<file path="src/hw/sfs_pkg.sv">
// Purpose: shared constants for the serial flash secure-read/reset/param block
// Assumes: 24-bit addressing, single-bit serial data
// Notes: shared offsets and counts live here; the parameter table offsets and FIFO_DEPTH sit in sfs_core
package sfs_pkg;
   // -----------------------------------------------------------------
   // opcodes
   // -----------------------------------------------------------------
   localparam logic [7:0] OP_SEC_READ = 8'h48;
   localparam logic [7:0] OP_RST_EN = 8'h66;
   localparam logic [7:0] OP_RST = 8'h99;
   localparam logic [7:0] OP_PARAM_READ = 8'h5A;
   // -----------------------------------------------------------------
   // address fields
   // -----------------------------------------------------------------
   localparam int ADDR_BITS = 24;
   localparam int OFS_BITS = 9;
   localparam logic [3:0] SEL_REG1 = 4'h1;
   localparam logic [3:0] SEL_REG3 = 4'h3;
   localparam logic [8:0] OFS_LAST = 9'h1FF;
   localparam logic [8:0] OFS_FIRST = 9'h000;
   localparam int SEC_BYTES = 512;
   localparam int SEC_COUNT = 3;
   // -----------------------------------------------------------------
   // timing
   // -----------------------------------------------------------------
   localparam int CLK_PERIOD_NS = 100;
   localparam int RST_RECOVERY_NS = 30000;
   // longest time rounds down, at least one cycle
   localparam int RST_RECOVERY_CYC =
      (RST_RECOVERY_NS / CLK_PERIOD_NS) < 1 ? 1 :
      (RST_RECOVERY_NS / CLK_PERIOD_NS);
   localparam int DUMMY_BITS = 8;
   // -----------------------------------------------------------------
   // parameter space bytes
   // -----------------------------------------------------------------
   localparam logic [7:0] PAR_FILL = 8'hFF;
   localparam logic [7:0] MAKER_ID_DEFAULT = 8'h5C; // arbitrary value
endpackage

</file>
<file path="src/hw/sfs_core.sv">
// Purpose: command handling for secure read, reset and parameter read
// Assumes: serial clock and select sampled by clk, well slower than clk
// Notes: data out changes after the falling serial edge is seen
//
// Notes on behaviour
// - 48H takes address, then one dummy byte
// - secure data MSB first on falling edge
// - start anywhere, address increments per byte
// - offset 1FFH wraps to 000H until deselect
// - address selects register one to three
// - accepted reset returns to power-on state
// - reset clears all volatile settings
// - 99H acts only after separate 66H frame
// - both opcodes accepted in either clock mode
// - commands ignored during reset recovery
// - 5AH reads parameter space
// - bytes 0-3 give signature
// - revisions and header count fixed
// - first header fields fixed
// - second header with maker byte
// - unused bytes read FFH; only address bits 7..0 are decoded, so the table repeats every 256 bytes
// - suspend sets flag, busy clears later
`timescale 1ns/1ps
`default_nettype none
module sfs_core
#(
   parameter int RECOVERY_CYC = sfs_pkg::RST_RECOVERY_CYC,
   parameter logic [7:0] MAKER_ID = sfs_pkg::MAKER_ID_DEFAULT,
   parameter int FIFO_DEPTH = 16
)
(
   input wire logic clk,
   input wire logic rst,
   input wire logic cs_n, // serial chip select pin
   input wire logic sclk, // serial clock pin
   input wire logic si, // serial data in pin
   output logic so, // serial data out
   output logic so_oe_n, // low while driving so
   output logic [7:0] sec_rd_idx, // secure array byte index low
   output logic [1:0] sec_rd_sel, // register number 0..2
   input wire logic [7:0] sec_rd_data, // byte from secure array
   input wire logic suspend_req, // program/erase suspend accepted
   input wire logic resume_req, // resume accepted
   input wire logic busy_in, // array operation running
   output logic [8:0] sec_rd_ofs_hi, // full 9-bit offset
   output logic write_enable_latch,
   output logic suspend_flag,
   output logic write_in_progress_flag,
   output logic [7:0] read_parameter_bits,
   output logic [7:0] continuous_read_mode_byte,
   output logic [2:0] wrap_setting_bits,
   output logic deep_power_down,
   output logic reset_pulse, // one cycle when reset accepted
   output logic recovering, // high during reset recovery
   input wire logic set_wel, // volatile settings from other commands
   input wire logic [7:0] set_params,
   input wire logic set_params_en
);
   // -----------------------------------------------------------------
   // pin synchronisers
   // -----------------------------------------------------------------
   logic [1:0] cs_s_q, sclk_s_q, si_s_q; // [0] read only by [1]
   logic sclk_prev_q; // last synchronised serial clock
   always_ff @(posedge clk or posedge rst)
   begin
      if (rst)
      begin
         cs_s_q <= 2'h3;
         sclk_s_q <= 2'h0;
         si_s_q <= 2'h0;
         sclk_prev_q <= 1'b0;
      end
      else
      begin
         cs_s_q <= {cs_s_q[0], cs_n};
         sclk_s_q <= {sclk_s_q[0], sclk};
         si_s_q <= {si_s_q[0], si};
         sclk_prev_q <= sclk_s_q[1];
      end
   end
   logic cs_act, rise, fall;
   assign cs_act = !cs_s_q[1];
   // edge detection works in mode 0 and mode 3 alike
   assign rise = cs_act && sclk_s_q[1] && !sclk_prev_q;
   assign fall = cs_act && !sclk_s_q[1] && sclk_prev_q;
   // -----------------------------------------------------------------
   // command state machine
   // -----------------------------------------------------------------
   typedef enum {ST_IDLE, ST_OPC, ST_ADDR, ST_DUMMY, ST_DATA, ST_SKIP}
      sfs_state_t;
   sfs_state_t st_q, st_d;
   logic [7:0] sh_q, sh_d; // input shift
   logic [5:0] cnt_q, cnt_d; // bit counter
   logic [7:0] opc_q, opc_d; // latched opcode
   logic [23:0] addr_q, addr_d; // current address
   logic rst_armed_q, rst_armed_d; // 66H seen in a previous frame
   logic [31:0] rec_q, rec_d; // recovery countdown
   logic [7:0] out_q, out_d; // output byte shifter
   logic [2:0] obit_q, obit_d; // output bit position
   logic so_q, so_d;
   logic cs_prev_q;
   logic frame_end, do_reset;
   logic [7:0] par_byte; // parameter space lookup
   // fifo between byte fetch and serial shifter
   logic f_in_valid, f_in_ready, f_out_valid, f_pop;
   logic [7:0] f_in_data, f_out_data;
   logic pending_q, pending_d; // fetch issued for current address
   assign frame_end = !cs_act && cs_prev_q; // first cycle after deselect
   // fixed parameter table on address bits 7..0, any other low byte reads FFH
   always_comb
   begin
      case (addr_q[7:0])
         8'h00: par_byte = 8'h53;
         8'h01: par_byte = 8'h46;
         8'h02: par_byte = 8'h44;
         8'h03: par_byte = 8'h50;
         8'h04: par_byte = 8'h00;
         8'h05: par_byte = 8'h01;
         8'h06: par_byte = 8'h01;
         8'h08: par_byte = 8'h00;
         8'h09: par_byte = 8'h00;
         8'h0A: par_byte = 8'h01;
         8'h0B: par_byte = 8'h09;
         8'h0C: par_byte = 8'h30;
         8'h10: par_byte = MAKER_ID;
         8'h11: par_byte = 8'h00;
         8'h12: par_byte = 8'h01;
         8'h13: par_byte = 8'h03;
         8'h14: par_byte = 8'h60;
         8'h0D, 8'h0E, 8'h15, 8'h16: par_byte = 8'h00;
         default: par_byte = sfs_pkg::PAR_FILL;
      endcase
   end
   // secure array address out: register from bits 15..12
   logic sec_valid;
   assign sec_valid = addr_q[23:16] == 8'h00 && addr_q[11:9] == 3'h0 &&
      addr_q[15:12] >= sfs_pkg::SEL_REG1 &&
      addr_q[15:12] <= sfs_pkg::SEL_REG3;
   assign sec_rd_sel = 2'(addr_q[13:12] - 2'h1);
   assign sec_rd_idx = addr_q[7:0];
   assign sec_rd_ofs_hi = addr_q[8:0];
   // fetch one byte per address into the fifo
   assign f_in_valid = st_q == ST_DATA && !pending_q;
   assign f_in_data = opc_q == sfs_pkg::OP_PARAM_READ ? par_byte :
      (sec_valid ? sec_rd_data : sfs_pkg::PAR_FILL);
   // next state of the command engine
   always_comb
   begin
      st_d = st_q;
      sh_d = sh_q;
      cnt_d = cnt_q;
      opc_d = opc_q;
      addr_d = addr_q;
      rst_armed_d = rst_armed_q;
      rec_d = rec_q;
      pending_d = pending_q;
      do_reset = 1'b0;
      if (rec_q != 32'h0)
         rec_d = rec_q - 32'h1;
      if (cs_act && !cs_prev_q)
      begin
         // new frame; ignored while recovering
         st_d = rec_q != 32'h0 ? ST_SKIP : ST_OPC;
         cnt_d = 6'h0;
      end
      else if (!cs_act)
      begin
         if (frame_end && st_q == ST_OPC && cnt_q == 6'h8)
         begin
            // frame closed right after eight opcode bits
            if (opc_q == sfs_pkg::OP_RST_EN)
               rst_armed_d = 1'b1;
            else if (opc_q == sfs_pkg::OP_RST && rst_armed_q)
               do_reset = 1'b1;
            else
               rst_armed_d = 1'b0;
         end
         else if (frame_end && st_q != ST_SKIP)
            rst_armed_d = 1'b0; // another command breaks the pair
         st_d = ST_IDLE;
      end
      else if (rise)
      begin
         sh_d = {sh_q[6:0], si_s_q[1]}; // sample on rising edge
         cnt_d = 6'(cnt_q + 6'h1);
         case (st_q)
            ST_OPC:
            begin
               if (cnt_q == 6'h7)
               begin
                  opc_d = {sh_q[6:0], si_s_q[1]};
                  if (opc_d == sfs_pkg::OP_SEC_READ ||
                      opc_d == sfs_pkg::OP_PARAM_READ)
                  begin
                     st_d = ST_ADDR;
                     cnt_d = 6'h0;
                  end
               end
               else if (cnt_q == 6'h8)
                  st_d = ST_SKIP; // extra bits, not a lone opcode
            end
            ST_ADDR:
            begin
               addr_d = {addr_q[22:0], si_s_q[1]};
               if (cnt_q == 6'(sfs_pkg::ADDR_BITS - 1))
               begin
                  st_d = ST_DUMMY;
                  cnt_d = 6'h0;
               end
            end
            ST_DUMMY:
            begin
               if (cnt_q == 6'(sfs_pkg::DUMMY_BITS - 1))
               begin
                  st_d = ST_DATA;
                  pending_d = 1'b0;
               end
            end
            default: ;
         endcase
      end
      if (st_q == ST_DATA && f_in_valid && f_in_ready)
      begin
         pending_d = 1'b1;
         // advance address; for 48H the offset wraps inside the register, 5AH carries through all 24 bits
         if (opc_q == sfs_pkg::OP_SEC_READ)
            addr_d = {addr_q[23:9], 9'(addr_q[8:0] + 9'h1)};
         else
            addr_d = 24'(addr_q + 24'h1);
         pending_d = 1'b0;
      end
      if (do_reset)
      begin
         rst_armed_d = 1'b0;
         rec_d = 32'(RECOVERY_CYC);
      end
   end
   // -----------------------------------------------------------------
   // output shifter
   // -----------------------------------------------------------------
   assign f_pop = st_q == ST_DATA && fall && obit_q == 3'h0;
   always_comb
   begin
      out_d = out_q;
      obit_d = obit_q;
      so_d = so_q;
      if (st_q != ST_DATA)
         obit_d = 3'h0;
      else if (fall)
      begin
         // msb first, changed on falling edge
         if (obit_q == 3'h0)
         begin
            so_d = f_out_data[7];
            out_d = {f_out_data[6:0], 1'b0};
         end
         else
         begin
            so_d = out_q[7];
            out_d = {out_q[6:0], 1'b0};
         end
         obit_d = 3'(obit_q + 3'h1);
      end
   end
   sfs_fifo #(.WIDTH(8), .DEPTH(FIFO_DEPTH)) u_fifo
   (
      .clk(clk),
      .rst(rst),
      .flush(st_q != ST_DATA),
      .in_data(f_in_data),
      .in_valid(f_in_valid),
      .in_ready(f_in_ready),
      .out_data(f_out_data),
      .out_valid(f_out_valid),
      .out_ready(f_pop)
   );
   // -----------------------------------------------------------------
   // volatile settings, cleared by accepted reset
   // -----------------------------------------------------------------
   logic wel_q, wel_d, sus_q, sus_d, wip_q, wip_d, dpd_q, dpd_d;
   logic [7:0] par_q, par_d, mode_q, mode_d;
   logic [2:0] wrap_q, wrap_d;
   always_comb
   begin
      wel_d = wel_q | set_wel;
      par_d = set_params_en ? set_params : par_q;
      mode_d = mode_q;
      wrap_d = wrap_q;
      dpd_d = dpd_q;
      sus_d = sus_q;
      wip_d = busy_in;
      if (suspend_req && !sus_q && busy_in)
         sus_d = 1'b1; // flag at once, busy drops with the array
      else if (resume_req)
         sus_d = 1'b0;
      if (do_reset)
      begin
         // everything volatile back to power-on values
         wel_d = 1'b0;
         sus_d = 1'b0;
         wip_d = 1'b0;
         par_d = 8'h00;
         mode_d = 8'h00;
         wrap_d = 3'h0;
         dpd_d = 1'b0;
      end
   end
   assign write_enable_latch = wel_q;
   assign suspend_flag = sus_q;
   assign write_in_progress_flag = wip_q;
   assign read_parameter_bits = par_q;
   assign continuous_read_mode_byte = mode_q;
   assign wrap_setting_bits = wrap_q;
   assign deep_power_down = dpd_q;
   assign reset_pulse = do_reset;
   assign recovering = rec_q != 32'h0;
   assign so = so_q;
   assign so_oe_n = !(st_q == ST_DATA && cs_act);
   // all state registers apart from the pin synchronisers
   always_ff @(posedge clk or posedge rst)
   begin
      if (rst)
      begin
         st_q <= ST_IDLE;
         sh_q <= 8'h00;
         cnt_q <= 6'h0;
         opc_q <= 8'h00;
         addr_q <= 24'h0;
         rst_armed_q <= 1'b0;
         rec_q <= 32'h0;
         pending_q <= 1'b0;
         out_q <= 8'h00;
         obit_q <= 3'h0;
         so_q <= 1'b0;
         cs_prev_q <= 1'b0;
         wel_q <= 1'b0;
         sus_q <= 1'b0;
         wip_q <= 1'b0;
         dpd_q <= 1'b0;
         par_q <= 8'h00;
         mode_q <= 8'h00;
         wrap_q <= 3'h0;
      end
      else
      begin
         st_q <= st_d;
         sh_q <= sh_d;
         cnt_q <= cnt_d;
         opc_q <= opc_d;
         addr_q <= addr_d;
         rst_armed_q <= rst_armed_d;
         rec_q <= rec_d;
         pending_q <= pending_d;
         out_q <= out_d;
         obit_q <= obit_d;
         so_q <= so_d;
         cs_prev_q <= cs_act;
         wel_q <= wel_d;
         sus_q <= sus_d;
         wip_q <= wip_d;
         dpd_q <= dpd_d;
         par_q <= par_d;
         mode_q <= mode_d;
         wrap_q <= wrap_d;
      end
   end
endmodule
`default_nettype wire

</file>
<file path="src/hw/sfs_fifo.sv">
// Purpose: small synchronous FIFO for outgoing bytes
// Assumes: one clock, depth a power of two
// Notes: valid/ready on both sides
`timescale 1ns/1ps
`default_nettype none
module sfs_fifo
#(
   parameter int WIDTH = 8,
   parameter int DEPTH = 16
)
(
   input wire logic clk,
   input wire logic rst,
   input wire logic flush,
   input wire logic [WIDTH-1:0] in_data,
   input wire logic in_valid,
   output logic in_ready,
   output logic [WIDTH-1:0] out_data,
   output logic out_valid,
   input wire logic out_ready
);
   localparam int AW = $clog2(DEPTH);
   logic [WIDTH-1:0] mem_q [DEPTH]; // storage
   logic [AW:0] wr_q, wr_d, rd_q, rd_d; // pointers with wrap bit
   logic push, pop;
   // -----------------------------------------------------------------
   // flags
   // -----------------------------------------------------------------
   assign in_ready = (wr_q - rd_q) != (AW+1)'(DEPTH);
   assign out_valid = wr_q != rd_q;
   assign push = in_valid && in_ready;
   assign pop = out_valid && out_ready;
   assign out_data = mem_q[rd_q[AW-1:0]];
   // pointer next values
   always_comb
   begin
      wr_d = push ? wr_q + 1'b1 : wr_q;
      rd_d = pop ? rd_q + 1'b1 : rd_q;
      if (flush)
      begin
         wr_d = '0;
         rd_d = '0;
      end
   end
   // pointer registers
   always_ff @(posedge clk or posedge rst)
   begin
      if (rst)
      begin
         wr_q <= '0;
         rd_q <= '0;
      end
      else
      begin
         wr_q <= wr_d;
         rd_q <= rd_d;
      end
   end
   // storage write, no reset needed for data
   always_ff @(posedge clk)
   begin
      if (push)
         mem_q[wr_q[AW-1:0]] <= in_data;
   end
endmodule
`default_nettype wire

</file>
<file path="config.mk">
export PLATFORM = sky130hd
export DESIGN_NAME = sfs_core
export DESIGN_NICKNAME = d
export VERILOG_FILES = /design/src/hw/sfs_pkg.sv /design/src/hw/sfs_core.sv /design/src/hw/sfs_fifo.sv
export SDC_FILE = /design/constraint.sdc
export NUM_CORES = 1
export LEC_CHECK = 0
export BUFFER_PORTS_ARGS = -buffer_cell sky130_fd_sc_hd__buf_2
export CORE_AREA = 10 10 195 197
export DETAILED_ROUTE_END_ITERATION = 10
export DIE_AREA = 0 0 205 207
export GPL_ROUTABILITY_DRIVEN = 0
export GPL_TIMING_DRIVEN = 0
export HOLD_SLACK_MARGIN = 0.15
export SKIP_CTS_REPAIR_TIMING = 1
export SLEW_MARGIN = 25
export SYNTH_ARGS = -nofsm -noshare
export SYNTH_HDL_FRONTEND = slang
export SYNTH_SLANG_ARGS = --single-unit
</file>
<file path="constraint.sdc">
create_clock -name clk -period 3.7 [get_ports clk]
set_input_delay 0.185 -clock clk [delete_from_list [all_inputs] [get_ports clk]]
set_output_delay 0.185 -clock clk [all_outputs]
set_load 0.05 [all_outputs]
</file>
==> results.json <==
{
  "avgSynthCellArea_um2": 12.8,
  "synth_seq_cells": 249,
  "cpPeakStageDelay_ns": 0.51,
  "pre_cts_ws_ns": -1.06,
  "setup_viol": 0,
  "crit_chain": "clkbuf_2, clkbuf_4, inv_1, ha_1, and3b_1, o211a_1, o2111a_1, buf_2, nor2_4, nand2_1, nor2_2",
  "wl_per_cell_um": 16.8,
  "cts_root_buf": "clkbuf_16",
  "clkSinkCount": 249,
  "core-area_um2": 34100,
  "drt-pass1-iter-count": 4,
  "min_period_ns": 3.58,
  "synthArstFlopShare_pct": 48.6,
  "critical_path.max_fanout": 10,
  "grt_max_degree": 70,
  "die_h_um": 207,
  "synth_edf_count": 128,
  "htree_levels": 1,
  "synth_cell_types": 76,
  "diodes": 0,
  "synth_cells": 919,
  "ys_warn_count": 0,
  "drtIter0Drc": 523,
  "power_density_nw_per_um2": 469,
  "skew_ns": 0.0129,
  "route.vias.total": 7614,
  "cp.required_ns": 3.87,
  "cp.buffers_inverters": 4,
  "min_to": "read_parameter_bits[0]$_DFFE_PP0P_",
  "cts.path.max_buffers": 3,
  "outcome": "completed",
  "period_share_pct": 96.7,
  "peakVddDrop_v": 0.000479,
  "yosysSeqAreaShare_pct": 58.3,
  "ioPinCount": 72,
  "hold_path_depth": 3,
  "worstRegToRegCells": 11,
  "critPathLaunchType": "flip-flop",
  "die_x_um": 205,
  "drc_errors": 0,
  "postRouteAntennaNets": 0,
  "clk_pin_slew_ns": 0.06,
  "place.detailed.hpwl_um": 17300,
  "layout_setup_ws_ns": 0.121,
  "clk_latency_ns": 0.53,
  "r2r_start": "u_fifo.rd_q[1]$_DFFE_PP0P_",
  "cp_slowest_cell": "nor2_2",
  "layout_commonest_cell": "edfxtp_1",
  "final_util_pct": 41.1,
  "regToRegSetupSlack_ns": 0.12,
  "synth_area_um2": 11800,
  "nNetsFinal": 1091,
  "critPathKind": "flip-flop to flip-flop",
  "rr_endpoint": "u_fifo.mem_q[10][2]$_DFFE_PP_",
  "p_leak_nw": 4.97,
  "cts_tree": "yes",
  "grt_pass1_vias": 7748,
  "hp-start": "set_params_en",
  "numCtsBuffers": 28,
  "final_cell_mix": "edfxtp_1 (128), dfrtp_1 (119), nor2_1 (85)",
  "grt_pass1_wl_um": 41900,
  "hp-class": "primary input to flip-flop",
  "wl_um": 25600,
  "max-cap-violations": 0,
  "fmax_mhz": 279,
  "start_util_pct": 34.6,
  "finalMaxSlewViolations": 0,
  "slew_headroom_pct": 50.9,
  "fp.dieArea_um2": 42400,
  "hold_viol": 0,
  "cp_top_family": "simple AND/OR/NAND/NOR gates",
  "tightest_slew_ns": 0.731,
  "setup.worst_path.end_class": "flip-flop",
  "num_rows": 68,
  "area_growth_pct": 18.8,
  "place.port_buffers": 58,
  "avgViaCountPerCell": 5.01,
  "grt.overflow.total": 0,
  "drive_above_1_share_pct": 24.4,
  "synth-main-ff-cell": "edfxtp_1",
  "rsz0062_at_grt": "true",
  "groute.usage.overall_pct": 11.8,
  "antenna_found_initial": 0,
  "cp.arrival_ns": 3.75,
  "crit_cells": 11
}
routing by layer:
layer  vias up  global-route usage, %  part of all wire, %
met3        36                   2.18                  5.1
li1       3632                      -                    -
met2       173                   18.9                   47
met5         -                      0                    0
met1      3773                   15.9                   46
met4         0                   3.26                  1.7
power by group:
part | internal (mW) | total (mW) | switching, mW
logic | 0.288 | 0.811 | 0.523
clock network | 1.62 | 2.70 | 1.09
registers | 2.98 | 3.06 | 0.0828
total | 4.88 | 6.57 | 1.69
kinds of logic after synthesis:
| kind of cell | Yosys count | share of synthesized area [%] |
|---|---|---|
| and+or+nand+nor | 304 | 13.6 |
| DFF | 249 | 58.3 |
| AOI/OAI and AO/OA | 122 | 7.05 |
| buffers and inverters | 101 | 4.36 |
| muxes | 77 | 11.1 |
| xor gates and xnor gates | 43 | 3.32 |
| adders and majority gates | 22 | 2.33 |
| other | 1 | 0.0318 |
cells in the mapped netlist, types with 14 or more instances:
| library cell | instances | area [µm²] |
|---|---|---|
| o21ai_0 | 24 | 120 |
| nor3_1 | 26 | 130 |
| xor2_1 | 23 | 201 |
| nor2_1 | 99 | 372 |
| buf_4 | 30 | 225 |
| mux2i_1 | 20 | 200 |
| mux4_2 | 41 | 923 |
| nand3_1 | 26 | 130 |
| a21oi_1 | 38 | 190 |
| inv_1 | 27 | 101 |
| dfrtp_1 | 119 | 2980 |
| nand4_1 | 14 | 87.6 |
| nand2_1 | 45 | 169 |
| edfxtp_1 | 128 | 3840 |
| clkbuf_1 | 28 | 105 |
| xnor2_1 | 19 | 166 |
| ha_1 | 22 | 275 |
| mux2_2 | 16 | 180 |
cell type report:
type | count | area (µm²)
multi-input combinational | 580 | 4570
sequential | 249 | 6870
inverter | 28 | 113
timing repair buffer | 84 | 558
buffer | 72 | 410
fill | 3156 | 20100
tap | 455 | 569
clock buffer | 46 | 880
clock inverter | 6 | 37.5
tightest hold or removal path: cells and delay by family:
kind	cells	cell delay, ns
muxes	1	0.19
and+or+nand+nor	1	0.08
buffers and inverters	1	0.24
sequential cells by signal, summed over array words and instances, names as in the netlist, 2 cells and up:
| signal | count |
|---|---|
| rec_q | 32 |
| out_q | 7 |
| u_fifo.rd_q | 5 |
| sclk_s_q | 2 |
| opc_q | 8 |
| cnt_q | 6 |
| st_q | 3 |
| sh_q | 7 |
| si_s_q | 2 |
| read_parameter_bits | 8 |
| u_fifo.mem_q | 128 |
| obit_q | 3 |
| addr_q | 24 |
| cs_s_q | 2 |
| u_fifo.wr_q | 5 |
worst max-delay path by stage:
stage	start	end	slack, ns
2_1_floorplan	u_fifo.rd_q[1]$_DFFE_PP0P_	u_fifo.mem_q[0][0]$_DFFE_PP_	0.09
3_3_place_gp	rst	addr_q[12]$_DFFE_PP0P_	-1.40
3_5_place_dp	u_fifo.rd_q[1]$_DFFE_PP0P_	u_fifo.mem_q[8][4]$_DFFE_PP_	-1.06
4_1_cts	u_fifo.rd_q[1]$_DFFE_PP0P_	u_fifo.mem_q[8][7]$_DFFE_PP_	-1.07
5_1_grt	u_fifo.rd_q[1]$_DFFE_PP0P_	u_fifo.mem_q[11][5]$_DFFE_PP_	-0.06
6_report	u_fifo.rd_q[1]$_DFFE_PP0P_	u_fifo.mem_q[10][2]$_DFFE_PP_	0.12
per-stage QoR:
| step | power (mW) | std cells | hold slack (ns) | cell area [µm²] | setup TNS [ns] |
|---|---|---|---|---|---|
| 2_1_floorplan | 3.72 | 930 | 0.189 | 11800 | 0 |
| 3_3_place_gp | 3.89 | 1443 | 0.293 | 12700 | -287.57 |
| 3_5_place_dp | 3.91 | 1446 | 0.222 | 12800 | -113.96 |
| 4_1_cts | 6.65 | 1498 | -0.360 | 13700 | -117.80 |
| 5_1_grt | 6.87 | 1520 | 0.203 | 14000 | -1.46 |
| 6_report | 6.57 | 1520 | 0.194 | 14000 | 0 |
Note: power is estimated with default switching activity, not from simulation.
